[src/dbc_params.svh]
`ifndef DBC_PARAMS_SVH
`define DBC_PARAMS_SVH
`define DBC_CMD_OFS    8'h00
`define DBC_CFG_OFS    8'h04
`define DBC_STAT_OFS   8'h08
`define DBC_CW_RST     16'h0000
`define DBC_CFG_RST    24'h000000
`define DBC_B_JOG1     8
`define DBC_B_JOG2     9
`define DBC_B_VALID    10
`define DBC_B_RESET    7
`define DBC_CF_COAST   0
`define DBC_CF_QSTOP   2
`define DBC_CF_START   4
`define DBC_CF_SETUP   6
`define DBC_CF_REV     8
`define DBC_CF_RELAY   10
`define DBC_CF_ACT     16
`define DBC_CF_LINK    20
`define DBC_SRC_DIN    2'h0
`define DBC_SRC_BUS    2'h1
`define DBC_SRC_AND    2'h2
`define DBC_SRC_OR     2'h3
`define DBC_RELAY_ZERO 6'h1F
`define DBC_MULTI_SET  4'h9
`define DBC_RESP_OKAY  2'h0
`define DBC_RESP_SLV   2'h2
`endif

[src/dbc_pkg.sv]
package dbc_pkg;
  typedef struct packed {
    logic       coast_ok;
    logic       qstop_ok;
    logic       start_ok;
    logic       reverse;
    logic [1:0] setup;
  } dbc_din_t;

  typedef struct packed {
    logic trip;
    logic freq_zero;
    logic running;
  } dbc_drv_t;

  typedef struct packed {
    logic       ramp_stop;
    logic       coast_stop;
    logic       quick_stop;
    logic       hold_freq;
    logic       start_ok;
    logic       trip_reset;
    logic       jog1;
    logic       jog2;
    logic       slow_down;
    logic       catch_up;
    logic       reverse;
    logic       relay_on;
    logic       sw_inhibit;
    logic [1:0] setup;
  } dbc_cmd_t;
endpackage : dbc_pkg

[src/dbc_decoder.sv]
// The register addresses and the AXI4-Lite register port were chosen for this implementation.
`include "dbc_params.svh"
module dbc_decoder (
  // Clock and reset
  input  wire logic             sys_clk_i,
  input  wire logic             resetn_i,
  // AXI4-Lite write address and data
  input  wire logic [7:0]       s_axi_awaddr_i,
  input  wire logic             s_axi_awvalid_i,
  output logic                  s_axi_awready_o,
  input  wire logic [31:0]      s_axi_wdata_i,
  input  wire logic [3:0]       s_axi_wstrb_i,
  input  wire logic             s_axi_wvalid_i,
  output logic                  s_axi_wready_o,
  // AXI4-Lite write response
  output logic [1:0]            s_axi_bresp_o,
  output logic                  s_axi_bvalid_o,
  input  wire logic             s_axi_bready_i,
  // AXI4-Lite read
  input  wire logic [7:0]       s_axi_araddr_i,
  input  wire logic             s_axi_arvalid_i,
  output logic                  s_axi_arready_o,
  output logic [31:0]           s_axi_rdata_o,
  output logic [1:0]            s_axi_rresp_o,
  output logic                  s_axi_rvalid_o,
  input  wire logic             s_axi_rready_i,
  // Drive side
  input  wire dbc_pkg::dbc_din_t din_i,
  input  wire dbc_pkg::dbc_drv_t drv_i,
  output dbc_pkg::dbc_cmd_t      cmd_o
);

  logic [15:0]       cw_r;
  logic [23:0]       cfg_r;
  logic [1:0]        setup_r;
  logic [1:0]        setup_nxt;
  dbc_pkg::dbc_cmd_t cmd_r;
  dbc_pkg::dbc_cmd_t cmd_nxt;
  logic              awready_r;
  logic              wready_r;
  logic              aw_got_r;
  logic              w_got_r;
  logic [7:0]        awaddr_r;
  logic [31:0]       wdata_r;
  logic [3:0]        wstrb_r;
  logic              bvalid_r;
  logic [1:0]        bresp_r;
  logic              arready_r;
  logic              rvalid_r;
  logic [31:0]       rdata_r;
  logic [1:0]        rresp_r;

  // Byte-lane merge helper
  function automatic logic [31:0] merge(input logic [31:0] old,
                                        input logic [31:0] nw,
                                        input logic [3:0]  be);
    logic [31:0] m;
    m = {{8{be[3]}}, {8{be[2]}}, {8{be[1]}}, {8{be[0]}}};
    merge = (old & ~m) | (nw & m);
  endfunction : merge

  // Source selection: digital input, bus, AND, OR
  function automatic logic gate(input logic [1:0] sel,
                                input logic       bus_b,
                                input logic       din_b);
    case (sel)
      `DBC_SRC_DIN: gate = din_b;
      `DBC_SRC_BUS: gate = bus_b;
      `DBC_SRC_AND: gate = bus_b & din_b;
      `DBC_SRC_OR:  gate = bus_b | din_b;
      default:      gate = din_b;
    endcase
  endfunction : gate

  // Write decode
  wire        wr_fire  = aw_got_r & w_got_r & ~bvalid_r;
  wire        wr_cmd   = wr_fire & (awaddr_r == `DBC_CMD_OFS);
  wire        wr_cfg   = wr_fire & (awaddr_r == `DBC_CFG_OFS);
  wire        wr_stat  = wr_fire & (awaddr_r == `DBC_STAT_OFS);
  wire        wr_bad   = wr_fire & ~wr_cmd & ~wr_cfg & ~wr_stat;
  wire [31:0] cw_merge = merge({16'h0000, cw_r}, wdata_r, wstrb_r);
  wire [31:0] cf_merge = merge({8'h00, cfg_r}, wdata_r, wstrb_r);
  wire        cw_acc   = wr_cmd & cw_merge[`DBC_B_VALID];
  wire        rst_edge = cw_acc & cw_merge[`DBC_B_RESET]
                         & ~cw_r[`DBC_B_RESET];

  // Configuration fields
  wire [1:0] sel_coast = cfg_r[`DBC_CF_COAST +: 2];
  wire [1:0] sel_qstop = cfg_r[`DBC_CF_QSTOP +: 2];
  wire [1:0] sel_start = cfg_r[`DBC_CF_START +: 2];
  wire [1:0] sel_setup = cfg_r[`DBC_CF_SETUP +: 2];
  wire [1:0] sel_rev   = cfg_r[`DBC_CF_REV +: 2];
  wire [5:0] relay_fn  = cfg_r[`DBC_CF_RELAY +: 6];
  wire [3:0] act_setup = cfg_r[`DBC_CF_ACT +: 4];
  wire [3:0] link_mask = cfg_r[`DBC_CF_LINK +: 4];

  // Bus bits gated with digital inputs
  wire coast_g = gate(sel_coast, cw_r[3], din_i.coast_ok);
  wire qstop_g = gate(sel_qstop, cw_r[4], din_i.qstop_ok);
  wire start_g = gate(sel_start, cw_r[6], din_i.start_ok);
  wire rev_g   = gate(sel_rev, cw_r[15], din_i.reverse);
  wire [1:0] setup_req = {gate(sel_setup, cw_r[14], din_i.setup[1]),
                          gate(sel_setup, cw_r[13], din_i.setup[0])};

  // Set-up change control
  wire multi_on  = (act_setup == `DBC_MULTI_SET);
  wire linked    = link_mask[setup_r] & link_mask[setup_req];
  wire setup_ok  = multi_on & (~drv_i.running | linked);
  assign setup_nxt = setup_ok ? setup_req : setup_r;

  // Stop conditions; ramp time choice is the ramp generator's job
  wire ramp_stop  = ~cw_r[0] | ~start_g;
  wire coast_stop = ~cw_r[1] | ~coast_g;
  wire quick_stop = ~cw_r[2] | ~qstop_g;
  wire any_stop   = ramp_stop | coast_stop | quick_stop;
  wire relay_on   = (relay_fn == `DBC_RELAY_ZERO) & drv_i.freq_zero
                    & any_stop;
  wire jog_ok     = ~cw_r[4] & (&cw_r[3:0]);

  always_comb begin
    cmd_nxt            = '0;
    cmd_nxt.ramp_stop  = ramp_stop;
    cmd_nxt.coast_stop = coast_stop;
    cmd_nxt.quick_stop = quick_stop;
    cmd_nxt.hold_freq  = ~cw_r[5];
    cmd_nxt.start_ok   = coast_g & qstop_g & start_g & ~drv_i.trip;
    cmd_nxt.trip_reset = rst_edge;
    cmd_nxt.jog1       = cw_r[`DBC_B_JOG1] & jog_ok;
    cmd_nxt.jog2       = cw_r[`DBC_B_JOG2] & jog_ok;
    cmd_nxt.slow_down  = cw_r[11];
    cmd_nxt.catch_up   = cw_r[12] & ~cw_r[11];
    cmd_nxt.reverse    = rev_g;
    cmd_nxt.relay_on   = relay_on;
    cmd_nxt.sw_inhibit = cw_r[0] | cw_r[2];
    cmd_nxt.setup      = setup_nxt;
  end

  // Applied word and configuration
  always_ff @(posedge sys_clk_i or negedge resetn_i) begin
    if (!resetn_i) begin
      cw_r    <= `DBC_CW_RST;
      cfg_r   <= `DBC_CFG_RST;
      setup_r <= 2'h0;
      cmd_r   <= '0;
    end else begin
      if (cw_acc) begin
        cw_r <= cw_merge[15:0];
      end
      if (wr_cfg) begin
        cfg_r <= cf_merge[23:0];
      end
      setup_r <= setup_nxt;
      cmd_r   <= cmd_nxt;
    end
  end

  // Write channel: address and data taken in either order
  always_ff @(posedge sys_clk_i or negedge resetn_i) begin
    if (!resetn_i) begin
      awready_r <= 1'b0;
      wready_r  <= 1'b0;
      aw_got_r  <= 1'b0;
      w_got_r   <= 1'b0;
      awaddr_r  <= 8'h00;
      wdata_r   <= 32'h0000_0000;
      wstrb_r   <= 4'h0;
    end else begin
      if (s_axi_awvalid_i && awready_r) begin
        awready_r <= 1'b0;
        aw_got_r  <= 1'b1;
        awaddr_r  <= {s_axi_awaddr_i[7:2], 2'b00};
      end else if (!aw_got_r && !bvalid_r) begin
        awready_r <= 1'b1;
      end
      if (s_axi_wvalid_i && wready_r) begin
        wready_r <= 1'b0;
        w_got_r  <= 1'b1;
        wdata_r  <= s_axi_wdata_i;
        wstrb_r  <= s_axi_wstrb_i;
      end else if (!w_got_r && !bvalid_r) begin
        wready_r <= 1'b1;
      end
      if (wr_fire) begin
        aw_got_r <= 1'b0;
        w_got_r  <= 1'b0;
      end
    end
  end

  // Write response; status register ignores writes
  always_ff @(posedge sys_clk_i or negedge resetn_i) begin
    if (!resetn_i) begin
      bvalid_r <= 1'b0;
      bresp_r  <= `DBC_RESP_OKAY;
    end else if (wr_fire) begin
      bvalid_r <= 1'b1;
      bresp_r  <= wr_bad ? `DBC_RESP_SLV : `DBC_RESP_OKAY;
    end else if (s_axi_bready_i) begin
      bvalid_r <= 1'b0;
    end
  end

  // Read decode
  wire [7:0]  rd_addr = {s_axi_araddr_i[7:2], 2'b00};
  wire        rd_cmd  = (rd_addr == `DBC_CMD_OFS);
  wire        rd_cfg  = (rd_addr == `DBC_CFG_OFS);
  wire        rd_stat = (rd_addr == `DBC_STAT_OFS);
  wire [31:0] rd_mux  = rd_cmd  ? {16'h0000, cw_r} :
                        rd_cfg  ? {8'h00, cfg_r} :
                        rd_stat ? {17'h00000, cmd_r} : 32'h0000_0000;
  wire        rd_bad  = ~rd_cmd & ~rd_cfg & ~rd_stat;

  always_ff @(posedge sys_clk_i or negedge resetn_i) begin
    if (!resetn_i) begin
      arready_r <= 1'b0;
      rvalid_r  <= 1'b0;
      rdata_r   <= 32'h0000_0000;
      rresp_r   <= `DBC_RESP_OKAY;
    end else if (s_axi_arvalid_i && arready_r) begin
      arready_r <= 1'b0;
      rvalid_r  <= 1'b1;
      rdata_r   <= rd_mux;
      rresp_r   <= rd_bad ? `DBC_RESP_SLV : `DBC_RESP_OKAY;
    end else if (rvalid_r) begin
      if (s_axi_rready_i) begin
        rvalid_r  <= 1'b0;
        arready_r <= 1'b1;
      end
    end else begin
      arready_r <= 1'b1;
    end
  end

  assign s_axi_awready_o = awready_r;
  assign s_axi_wready_o  = wready_r;
  assign s_axi_bvalid_o  = bvalid_r;
  assign s_axi_bresp_o   = bresp_r;
  assign s_axi_arready_o = arready_r;
  assign s_axi_rvalid_o  = rvalid_r;
  assign s_axi_rdata_o   = rdata_r;
  assign s_axi_rresp_o   = rresp_r;
  assign cmd_o           = cmd_r;
endmodule : dbc_decoder

[config.mk]
export PLATFORM = sky130hd
export DESIGN_NAME = dbc_decoder
export DESIGN_NICKNAME = d
export VERILOG_FILES = /design/src/dbc_pkg.sv /design/src/dbc_decoder.sv
export VERILOG_INCLUDE_DIRS = /design/src
export SDC_FILE = /design/constraint.sdc
export NUM_CORES = 1
export LEC_CHECK = 0
export BUFFER_PORTS_ARGS = -buffer_cell sky130_fd_sc_hd__clkbuf_2
export CORE_MARGIN = 8
export CORE_UTILIZATION = 53
export CTS_CLUSTER_SIZE = 12
export DETAILED_ROUTE_END_ITERATION = 8
export GPL_TIMING_DRIVEN = 0
export PLACE_DENSITY_LB_ADDON = 0.12
export SLEW_MARGIN = 40
export SYNTH_ARGS = -nofsm -noshare
export SYNTH_HDL_FRONTEND = slang
export SYNTH_SLANG_ARGS = --single-unit
[constraint.sdc]
create_clock -name sys_clk_i -period 2.9 [get_ports sys_clk_i]
set_clock_uncertainty 0.05 [all_clocks]
set_input_delay 0.29 -clock sys_clk_i [delete_from_list [all_inputs] [get_ports sys_clk_i]]
set_output_delay 0.29 -clock sys_clk_i [all_outputs]
set_load 0.005 [all_outputs]
==> results by group, run 1 <==
GRT
  – Vias in the first global route: between 4000 and 5000
  – Gr ovfl total: 0
  – First-pass GRT wire length: 20400 µm
  – Initial antenna violation count: 0
  – Gr usage total: 0.202
  – Largest net degree at the start of global routing: 66

Outcome
  – Outcome: complete, no violations

Worst setup path
  – Kind of critical path: reg2reg
  – Critical Path Start Type: flop
  – Slowest stage delay, CP: 0.56 ns
  – Crit-path max FO: 9
  – Worst Path Required: 3.24 ns
  – Crit. Startpoint: awaddr_r[5]
  – Setup crit end kind: flop
  – Signal arrival time at the worst endpoint: 2.61 ns
  – CP cell instances: or4_1 > or3_4 > nor3_4 > nand2_2 > mux2_2
  – Slowest stage cell, crit path: or4_1
  – Worst r2r src: awaddr_r[5]

Timing
  – FMAX: about 440 MHz
  – Final period utilization: 0.782
  – Max Slew Vio Count: 0
  – Final hold vios: 0
  – Count of final setup violators: 0
  – Min Hold Slack: between 0.015 and 0.02 ns
  – Max-slew headroom: 0.555
  – Worst-Margin Slew: ~0.67 ns
  – Minimum clock period: between 2 and 2.5 ns
  – RSZ-0062 raised after global routing: no

Place
  – Global placement routability congestion: 0.822
  – PortBufs: 100
  – Post-DP HPWL: 8690 µm

Run
  – Max_cap viols: 0

Route
  – DRC: 0
  – Initial DRC Count: 240
  – DRT Wirelength: ~12000 µm
  – Post-DR wirelength/cell: around 18 µm
  – Vias per inst: about 5.5
  – Post-route ant nets: 0
  – DR pass1 iterations: 5
  – Via total after detailed routing: 3770

Clocking
  – Cts hold-fix bufs: 40
  – Worst skew pair latency: 0.52 ns
  – Htree depth: 4
  – CTS tree: yes
  – CTS clock-pin slew for the worst setup and hold paths: around 0.060 ns
  – Post-CTS Setup Repair Bufs: 0
  – Post_cts resized: 0
  – Sink Count: roughly 120
  – Largest buffer count on any clock path: 2
  – Num CTS Buffers: 17
  – Root Buffer: clkbuf_8

Die
  – Die area: roughly 13000 µm²
  – Initial Util: 0.543
  – Num rows: 35
  – CORE AREA: 9200 µm²
  – Io pins: 124
  – Die Wd: about 110 µm
  – Vert. Die Dim: 113 µm

Synth
  – Post-synth top area share: 0.606
  – Sequential share of the synthesized area: 0.606
  – Main area contributors after synthesis: dfrtp_1, mux2_2, nand2_1
  – Synth area leader: dfrtp_1
  – Gate Count Post-Synth: between 300 and 400
  – Mean Syn Cell Area: ~13 µm²
  – Ys Warns: 0
  – #FFs+latches synth: 121
  – Post-Syn Area: 4990 µm²
  – Cell variety after synth: 44

Layout
  – Syn-to-layout area delta: 33.6%
  – Final Util: 0.726
  – Fraction of layout cells with a size suffix above 1: 0.401
  – Layout Nets: 627
  – Antenna Cells: 0

Hold path
  – Hold Path Origin: din_i[5]
  – Worst hold path class: in2reg

Pwr
  – Leakage: around 0.0032 µW
  – Peak supply drop: 0.000548 V
  – PD cells: ~830 nW/µm²
==> cells in the final DEF (no fill, tap or decap), types with 3 or more instances in the layout <==
| cell type | netlist | layout |
|---|---|---|
| dfrtp_1 | 121 | 121 |
| clkbuf_2 | 0 | 99 |
| mux2_2 | 72 | 72 |
| nand2_1 | 51 | 51 |
| dlygate4sd3_1 | 0 | 40 |
| o21ai_0 | 33 | 33 |
| clkbuf_16 | 0 | 16 |
| a222oi_1 | 15 | 15 |
| clkbuf_1 | 11 | 12 |
| buf_4 | 10 | 10 |
| conb_1 | 1 | 10 |
| inv_1 | 9 | 9 |
| nor2_1 | 8 | 8 |
| nand2_2 | 5 | 5 |
| xnor2_1 | 5 | 5 |
| clkbuf_8 | 0 | 4 |
| o21a_1 | 3 | 3 |
| a211oi_1 | 3 | 3 |
| a221oi_1 | 3 | 3 |
| clkinv_4 | 0 | 3 |
| clkinvlp_4 | 0 | 3 |
| clkinv_2 | 0 | 3 |
==> routing by layer <==
layer | wire [µm] | vias up | GRT usage
li1 | - | 1731 | -
met1 | 5190 | 1856 | 0.248
met2 | 6020 | 166 | 0.329
met3 | 949 | 17 | 0.0687
met4 | 180 | 0 | 0.0684
met5 | 0 | - | 0
==> cells by family after synthesis <==
family,Yosys count,synth area share
AOI/OAI and AO/OA,68,0.0932
DFF,121,0.606
and+or+nand+nor,90,0.0912
muxes,74,0.169
buffers and inverters,31,0.0311
other,1,0.000751
xor gates and xnor gates,5,0.00877
==> cell usage after synthesis, drive strengths merged <==
cell and n:
or2 2, dfrtp 121, nor3 3, o21a 3
or3 1, a22oi 1, mux2 72, conb 1
and3 2, inv 9, nor3b 3, and2 2
o21bai 1, nand4b 1, or4 2, o211ai 1
nor2b 2, a221oi 3, a21bo 1, xnor2 5
buf 11, nand2 56, a222oi 15, mux2i 1
nand3 2, clkbuf 11, nand4 2, o21ai 34
nor2 9, a21boi 2, a21oi 2, a41oi 1
a21o 1, a211oi 3, mux4 1, nand3b 2
and4b 1
==> critical path, delay by kind of cell (launching register included) <==
kind          cells  cell delay, ns
flops             1            0.37
mux               1            0.33
simple gates      4            1.40
==> metrics by stage <==
stage                     setup TNS, ns  std cells  power, µW  instance area (µm²)  setup slack [ns]
after global routing                  0        682       5810                 6670             0.551
after detailed placement              0        611       3530                 5700             0.499
after floorplan                       0        399       3130                 5030             0.813
after CTS                             0        682       5590                 6670             0.626
final                                 0        682       5550                 6670             0.632
after global placement           -29.54        610       3450                 5670            -0.253
==> path summary, 6_finish.rpt <==
kind	end	slack, ns	depth (start not counted)
min reg2reg	cmd_o[11]	0.41	1
max reg2reg	flop	0.63	5
min in group asynchronous	s_axi_rdata_o[9]	0.27	2
max in group asynchronous	wstrb_r[2]	1.85	3
max	flop	0.63	5
min	cmd_o[13]	0.02	4
==> cell type report <==
class | count | area (µm²)
Sequential cell | 121 | 3030
Fill cell | 651 | 2520
Multi-Input combinational cell | 247 | 1850
Timing Repair Buffer | 141 | 937
Clock buffer | 20 | 445
Tap cell | 111 | 139
Clock inverter | 11 | 124
Buffer | 22 | 121
Inverter | 9 | 33.8
==> report_power, final <==
part           total (µW)  internal (µW)  switching, µW
clock                1990           1260            733
combinational        1010            586            424
sequential           2550           2140            404
(Power assumes the default switching activity.)
==> inputs of run 2 (changes only) <==
clock period = 2.2 ns   (was 2.9 ns; I/O delays follow)
==> run 2 against run 1 <==
Against the previous run:
- final cell count is 0.73% higher
- count of clock-buffer cells in the layout is the same
- combinational power increased by 34%
- worst setup slack worse by 0.60 ns
- final area rose by 1.2%
- critical path depth increased by 1
- core utilization grew 0.88 points
- fmax rose by 4.5%
- global-route usage rose by 0.24 points
- die area stayed put
- non-clock buffer count grew 4
==> results by group, run 2 (synthesized netlist as in run 1, its figures left out) <==
Worst setup path
  – Critical Path Start Type: flop
  – Worst r2r src: awaddr_r[5]
  – Worst R2R Setup Slack: just under 0.03 ns
  – Kind of critical path: reg2reg
  – Signal arrival time at the worst endpoint: 2.51 ns
  – Crit-path max FO: 4
  – Crit. Startpoint: awaddr_r[5]
  – Setup crit end kind: flop
  – R2R depth: 6
  – Worst Path Required: ~2.5 ns

Layout
  – Antenna Cells: 0
  – Most common cell after layout, fill and taps aside: dfrtp_1
  – Layout Nets: 632
  – Fraction of layout cells with a size suffix above 1: 0.403
  – Syn-to-layout area delta: 35.2%
  – Final non-filler cell total: slightly below 700
  – Final Util: 0.735
  – Most frequent cells in the layout: dfrtp_1, clkbuf_2, mux2_2, nand2_1, dlygate4sd3_1

Clocking
  – Root Buffer: clkbuf_8
  – Largest buffer count on any clock path: 2
  – Worst skew pair latency: a little over 0.5 ns
  – CTS clock-pin slew for the worst setup and hold paths: 0.06 ns
  – Sink Count: 121
  – Htree depth: 4
  – Num CTS Buffers: 17
  – CTS tree: yes

Pwr
  – PD cells: ~1100 nW/µm²
  – Leakage: around 0.0033 µW
  – Peak supply drop: around 0.00072 V
  – Total power: between 7000 and 8000 µW

Outcome
  – Outcome: complete, no violations

Place
  – Placed instance count: a little over 600
  – Post-DP HPWL: 8690 µm
  – Global placement routability congestion: about 0.82
  – Worst slack, placed: -0.131 ns
  – PortBufs: 100

GRT
  – Most Used Layer, Global Route: met2
  – Largest net degree at the start of global routing: 66
  – GR Util met3: 0.0740
  – First-pass GRT wire length: a little over 20000 µm
  – Gr usage total: 0.205
  – Initial antenna violation count: 0
  – Grt met2 use: 0.334
  – Met1 usage: 0.246
  – Gr ovfl total: 0
  – Vias in the first global route: 4073

Die
  – Num rows: 35
  – Die Wd: 113 µm
  – Vert. Die Dim: between 100 and 150 µm
  – CORE AREA: between 9000 and 10000 µm²
  – Initial Util: 0.543
  – Io pins: approximately 120
  – Die area: ~13000 µm²

Hold path
  – Hold Crit Depth: 3
  – WHS Endpoint: cmd_o[0]
  – Hold Path Origin: drv_i[0]
  – Worst hold path class: in2reg

Timing
  – Setup TNS: 0 ns
  – Final hold vios: 0
  – RSZ-0062 raised after global routing: yes
  – Worst-Margin Slew: roughly 0.67 ns
  – Max Slew Vio Count: 0
  – Final worst setup slack: 0.0289 ns
  – Max-slew headroom: 0.554
  – Final period utilization: 0.987
  – Count of final setup violators: 0
  – FMAX: roughly 460 MHz
  – Minimum clock period: 2.17 ns

Route
  – Post-route ant nets: 0
  – Vias per inst: about 5.5
  – DR pass1 iterations: 6
  – DRT Wirelength: approximately 12000 µm
  – Via total after detailed routing: ~3800
  – DRC: 0
  – Post-DR wirelength/cell: 18.2 µm
  – Initial DRC Count: approximately 210

Run
  – Max_cap viols: 0
run 2: cell types whose count changed in the layout (fill, tap and decap cells not counted):
cell           previous run  this run
nand2_2                   5         1
nand2_4                   0         5
nor2_4                    0         1
or4_1                     2         1
nor2_2                    1         0
or4_4                     0         1
buf_6                     0         1
dlygate4sd3_1            40        43
run 2: worst max-delay path by stage:
stage / end / slack [ns] / cells after the start
finish: flop / 0.03 / 6
global route: flop / -0.03 / 6
CTS: flop / 0.01 / 6
detailed placement: s_axi_rdata_o[11] / -0.13 / 6
global placement: s_axi_awready_o / -0.88 / 1
floorplan: flop / 0.11 / 5
run 2: worst max-delay path: stages, from the launching register on:
cell,delay (ns)
dfrtp_1,0.37
or4_4,0.54
or3_4,0.41
nor3_4,0.13
buf_6,0.14
nand2_2,0.11
mux2_2,0.29
run 2: what timing repair did:
item,4_1_cts,5_1_grt
hold buffers,43,0
endpoints found under the hold margin,105,0
gates cloned,1,0
gates resized for setup,7,1
pin swaps,2,0
setup endpoints to repair,39,34
buffers inserted,1,0
run 2: through the flow:
stage	hold slack (ns)	cell area (µm²)
after CTS	0.00270	6750
final	0.0227	6760
after global routing	0.0190	6760
after detailed placement	0.197	5700
after floorplan	-0.126	5030
after global placement	0.322	5670
run 2: metal layers:
| layer | part of all wire | routed length [µm] |
|---|---|---|
| met1 | 0.41 | 5150 |
| met2 | 0.49 | 6130 |
| met4 | 0.014 | 172 |
| met3 | 0.083 | 1030 |
| met5 | 0 | 0 |
run 2: layout make-up:
type                    instances  area (µm²)
flip-flops and latches        121        3030
inverters                       9        33.8
well taps                     111         139
repair buffers                145         978
plain buffers                  22         121
fillers                       637        2440
clock inverters                11         124
multi-input cells             248        1890
clock buffers                  20         445
run 2: power by group:
part           internal (µW)  switching [µW]
clock                   1660             957
sequential              2830             562
combinational            783             566
==> inputs of run 3 (changes only) <==
clock period = 2 ns   (was 2.2 ns; I/O delays follow)
==> run 3 against run 2 <==
Against the previous run:
- the run now ends with setup timing left
- fmax down 0.33%
- final cell count increased by 0.15%
- sequential power up 9.7%
- first-iteration DRC count is 22% higher
- core utilization down 0.23 points
- die area stayed put
==> results by group, run 3 (synthesized netlist as in run 1, its figures left out) <==
Outcome
  – Outcome: finished with violations
  – Violated checks: setup timing

Place
  – PortBufs: 100
  – Worst slack, placed: -0.316 ns
  – Placed instance count: 611
  – Global placement routability congestion: approximately 0.82
  – Post-DP HPWL: between 8000 and 9000 µm
  – Area after DPL: between 5000 and 6000 µm²

Route
  – WL met3: 1090 µm
  – Vias per inst: approximately 5.5
  – Top sig layer: met4
  – M1 wire length: approximately 5200 µm
  – Post-route ant nets: 0
  – Via total after detailed routing: 3801
  – DR pass1 iterations: 7
  – DRT Wirelength: 12300 µm
  – Initial DRC Count: between 200 and 300
  – Routed wl met2: between 5000 and 6000 µm
  – DRC: 0
  – Post-DR wirelength/cell: approximately 18 µm

Timing
  – Worst-Margin Slew: about 0.7 ns
  – Minimum clock period: between 2 and 2.5 ns
  – FMAX: between 400 and 500 MHz
  – Max Slew Vio Count: 0
  – Final worst setup slack: -0.178 ns
  – Max-slew headroom: 0.545
  – Final period utilization: 1.09
  – Count of final setup violators: 39
  – Final hold vios: 0
  – RSZ-0062 raised after global routing: yes

GRT
  – Gr usage total: 0.201
  – Initial antenna violation count: 0
  – Gr ovfl total: 0
  – First-pass GRT wire length: 20300 µm
  – Vias in the first global route: slightly above 4000
  – Largest net degree at the start of global routing: 69

Clocking
  – CTS clock-pin slew for the worst setup and hold paths: about 0.06 ns
  – Root Buffer: clkbuf_8
  – CTS tree: yes
  – Num CTS Buffers: 17
  – Worst skew pair latency: slightly above 0.5 ns
  – Largest buffer count on any clock path: 2
  – Sink Count: ~120
  – Htree depth: 4

Layout
  – Most common cell after layout, fill and taps aside: dfrtp_1
  – Final non-filler cell total: 688
  – Fraction of layout cells with a size suffix above 1: 0.402
  – Layout Nets: between 600 and 700
  – Most frequent cells in the layout: dfrtp_1, clkbuf_2, mux2_2, nand2_1, dlygate4sd3_1
  – Design Area, Final: just under 7000 µm²
  – Final Util: 0.732
  – Antenna Cells: 0
  – Syn-to-layout area delta: 34.8%

Pwr
  – PD cells: approximately 1200 nW/µm²
  – Total power: 7880 µW
  – Leakage: between 0.003 and 0.004 µW
  – Peak supply drop: 0.000712 V

Worst setup path
  – Critical Path Start Type: flop
  – Worst Path Required: 2.34 ns
  – Kind of critical path: reg2reg
  – Crit-path max FO: 8
  – Worst R2R Setup Slack: -0.18 ns
  – Signal arrival time at the worst endpoint: 2.52 ns
  – Setup crit end kind: flop

Die
  – Num rows: 35
  – Die area: 12800 µm²
  – Io pins: 124
  – Die Wd: 113 µm
  – CORE AREA: roughly 9000 µm²
  – Initial Util: 0.543
  – Vert. Die Dim: between 100 and 150 µm

Run
  – Max_cap viols: 0

Hold path
  – Worst hold path class: in2reg
-- run 3: layer usage --
layer,track usage,vias to the layer above
li1,-,1747
met1,0.248,1854
met2,0.322,180
met3,0.0708,20
met4,0.0648,0
met5,0,-
-- run 3: worst max-delay path, stage by stage (launching register included) --
cell and delay, ns:
dfrtp_1 0.37, or4_4 0.53, or3_4 0.41, nor2_4 0.19
nand2_2 0.19, mux2_2 0.31
-- run 3: final timing paths --
check,start,endpoint,cells past startpoint
max in group asynchronous,resetn_i,asynchronous set/reset pin,3
hold reg to reg,flop,cmd_o[6],0
setup / recovery,awaddr_r[5],flop,5
setup reg to reg,awaddr_r[5],flop,5
min in group asynchronous,resetn_i,s_axi_rdata_o[5],2
hold / removal,s_axi_araddr_i[2],s_axi_rresp_o[1],3
-- run 3: power breakdown --
part           switching (µW)  leakage, µW  total, µW  internal [µW]
Combinational             604      0.00146       1470            863
Clock                    1010     0.000260       2700           1690
Sequential                606      0.00156       3720           3110
Total                    2220      0.00328       7880           5660
-- run 3: layout make-up --
| class | instances | area, µm² |
|---|---|---|
| Sequential cell | 121 | 3030 |
| Clock inverter | 9 | 75.1 |
| Inverter | 9 | 33.8 |
| Tap cell | 111 | 139 |
| Timing Repair Buffer | 146 | 997 |
| Multi-Input combinational cell | 248 | 1890 |
| Clock buffer | 22 | 453 |
| Fill cell | 635 | 2460 |
| Buffer | 22 | 123 |
-- run 3: through the flow --
step,hold slack [ns],setup TNS [ns]
after CTS,0.0353,-8.29
after global placement,0.302,-136.95
after global routing,0.0462,-8.84
after detailed placement,0.133,-12.00
final,0.0483,-5.89
after floorplan,-0.146,-1.95
-- run 3: timing repair --
item / 4_1_cts / 5_1_grt
hold buffers: 44 / 0
endpoints found under the hold margin: 95 / 0
cloned: 1 / 0
gates resized for setup: 5 / 3
pin swaps: 2 / 3
buffers inserted: 1 / 0
setup endpoints to repair: 47 / 40
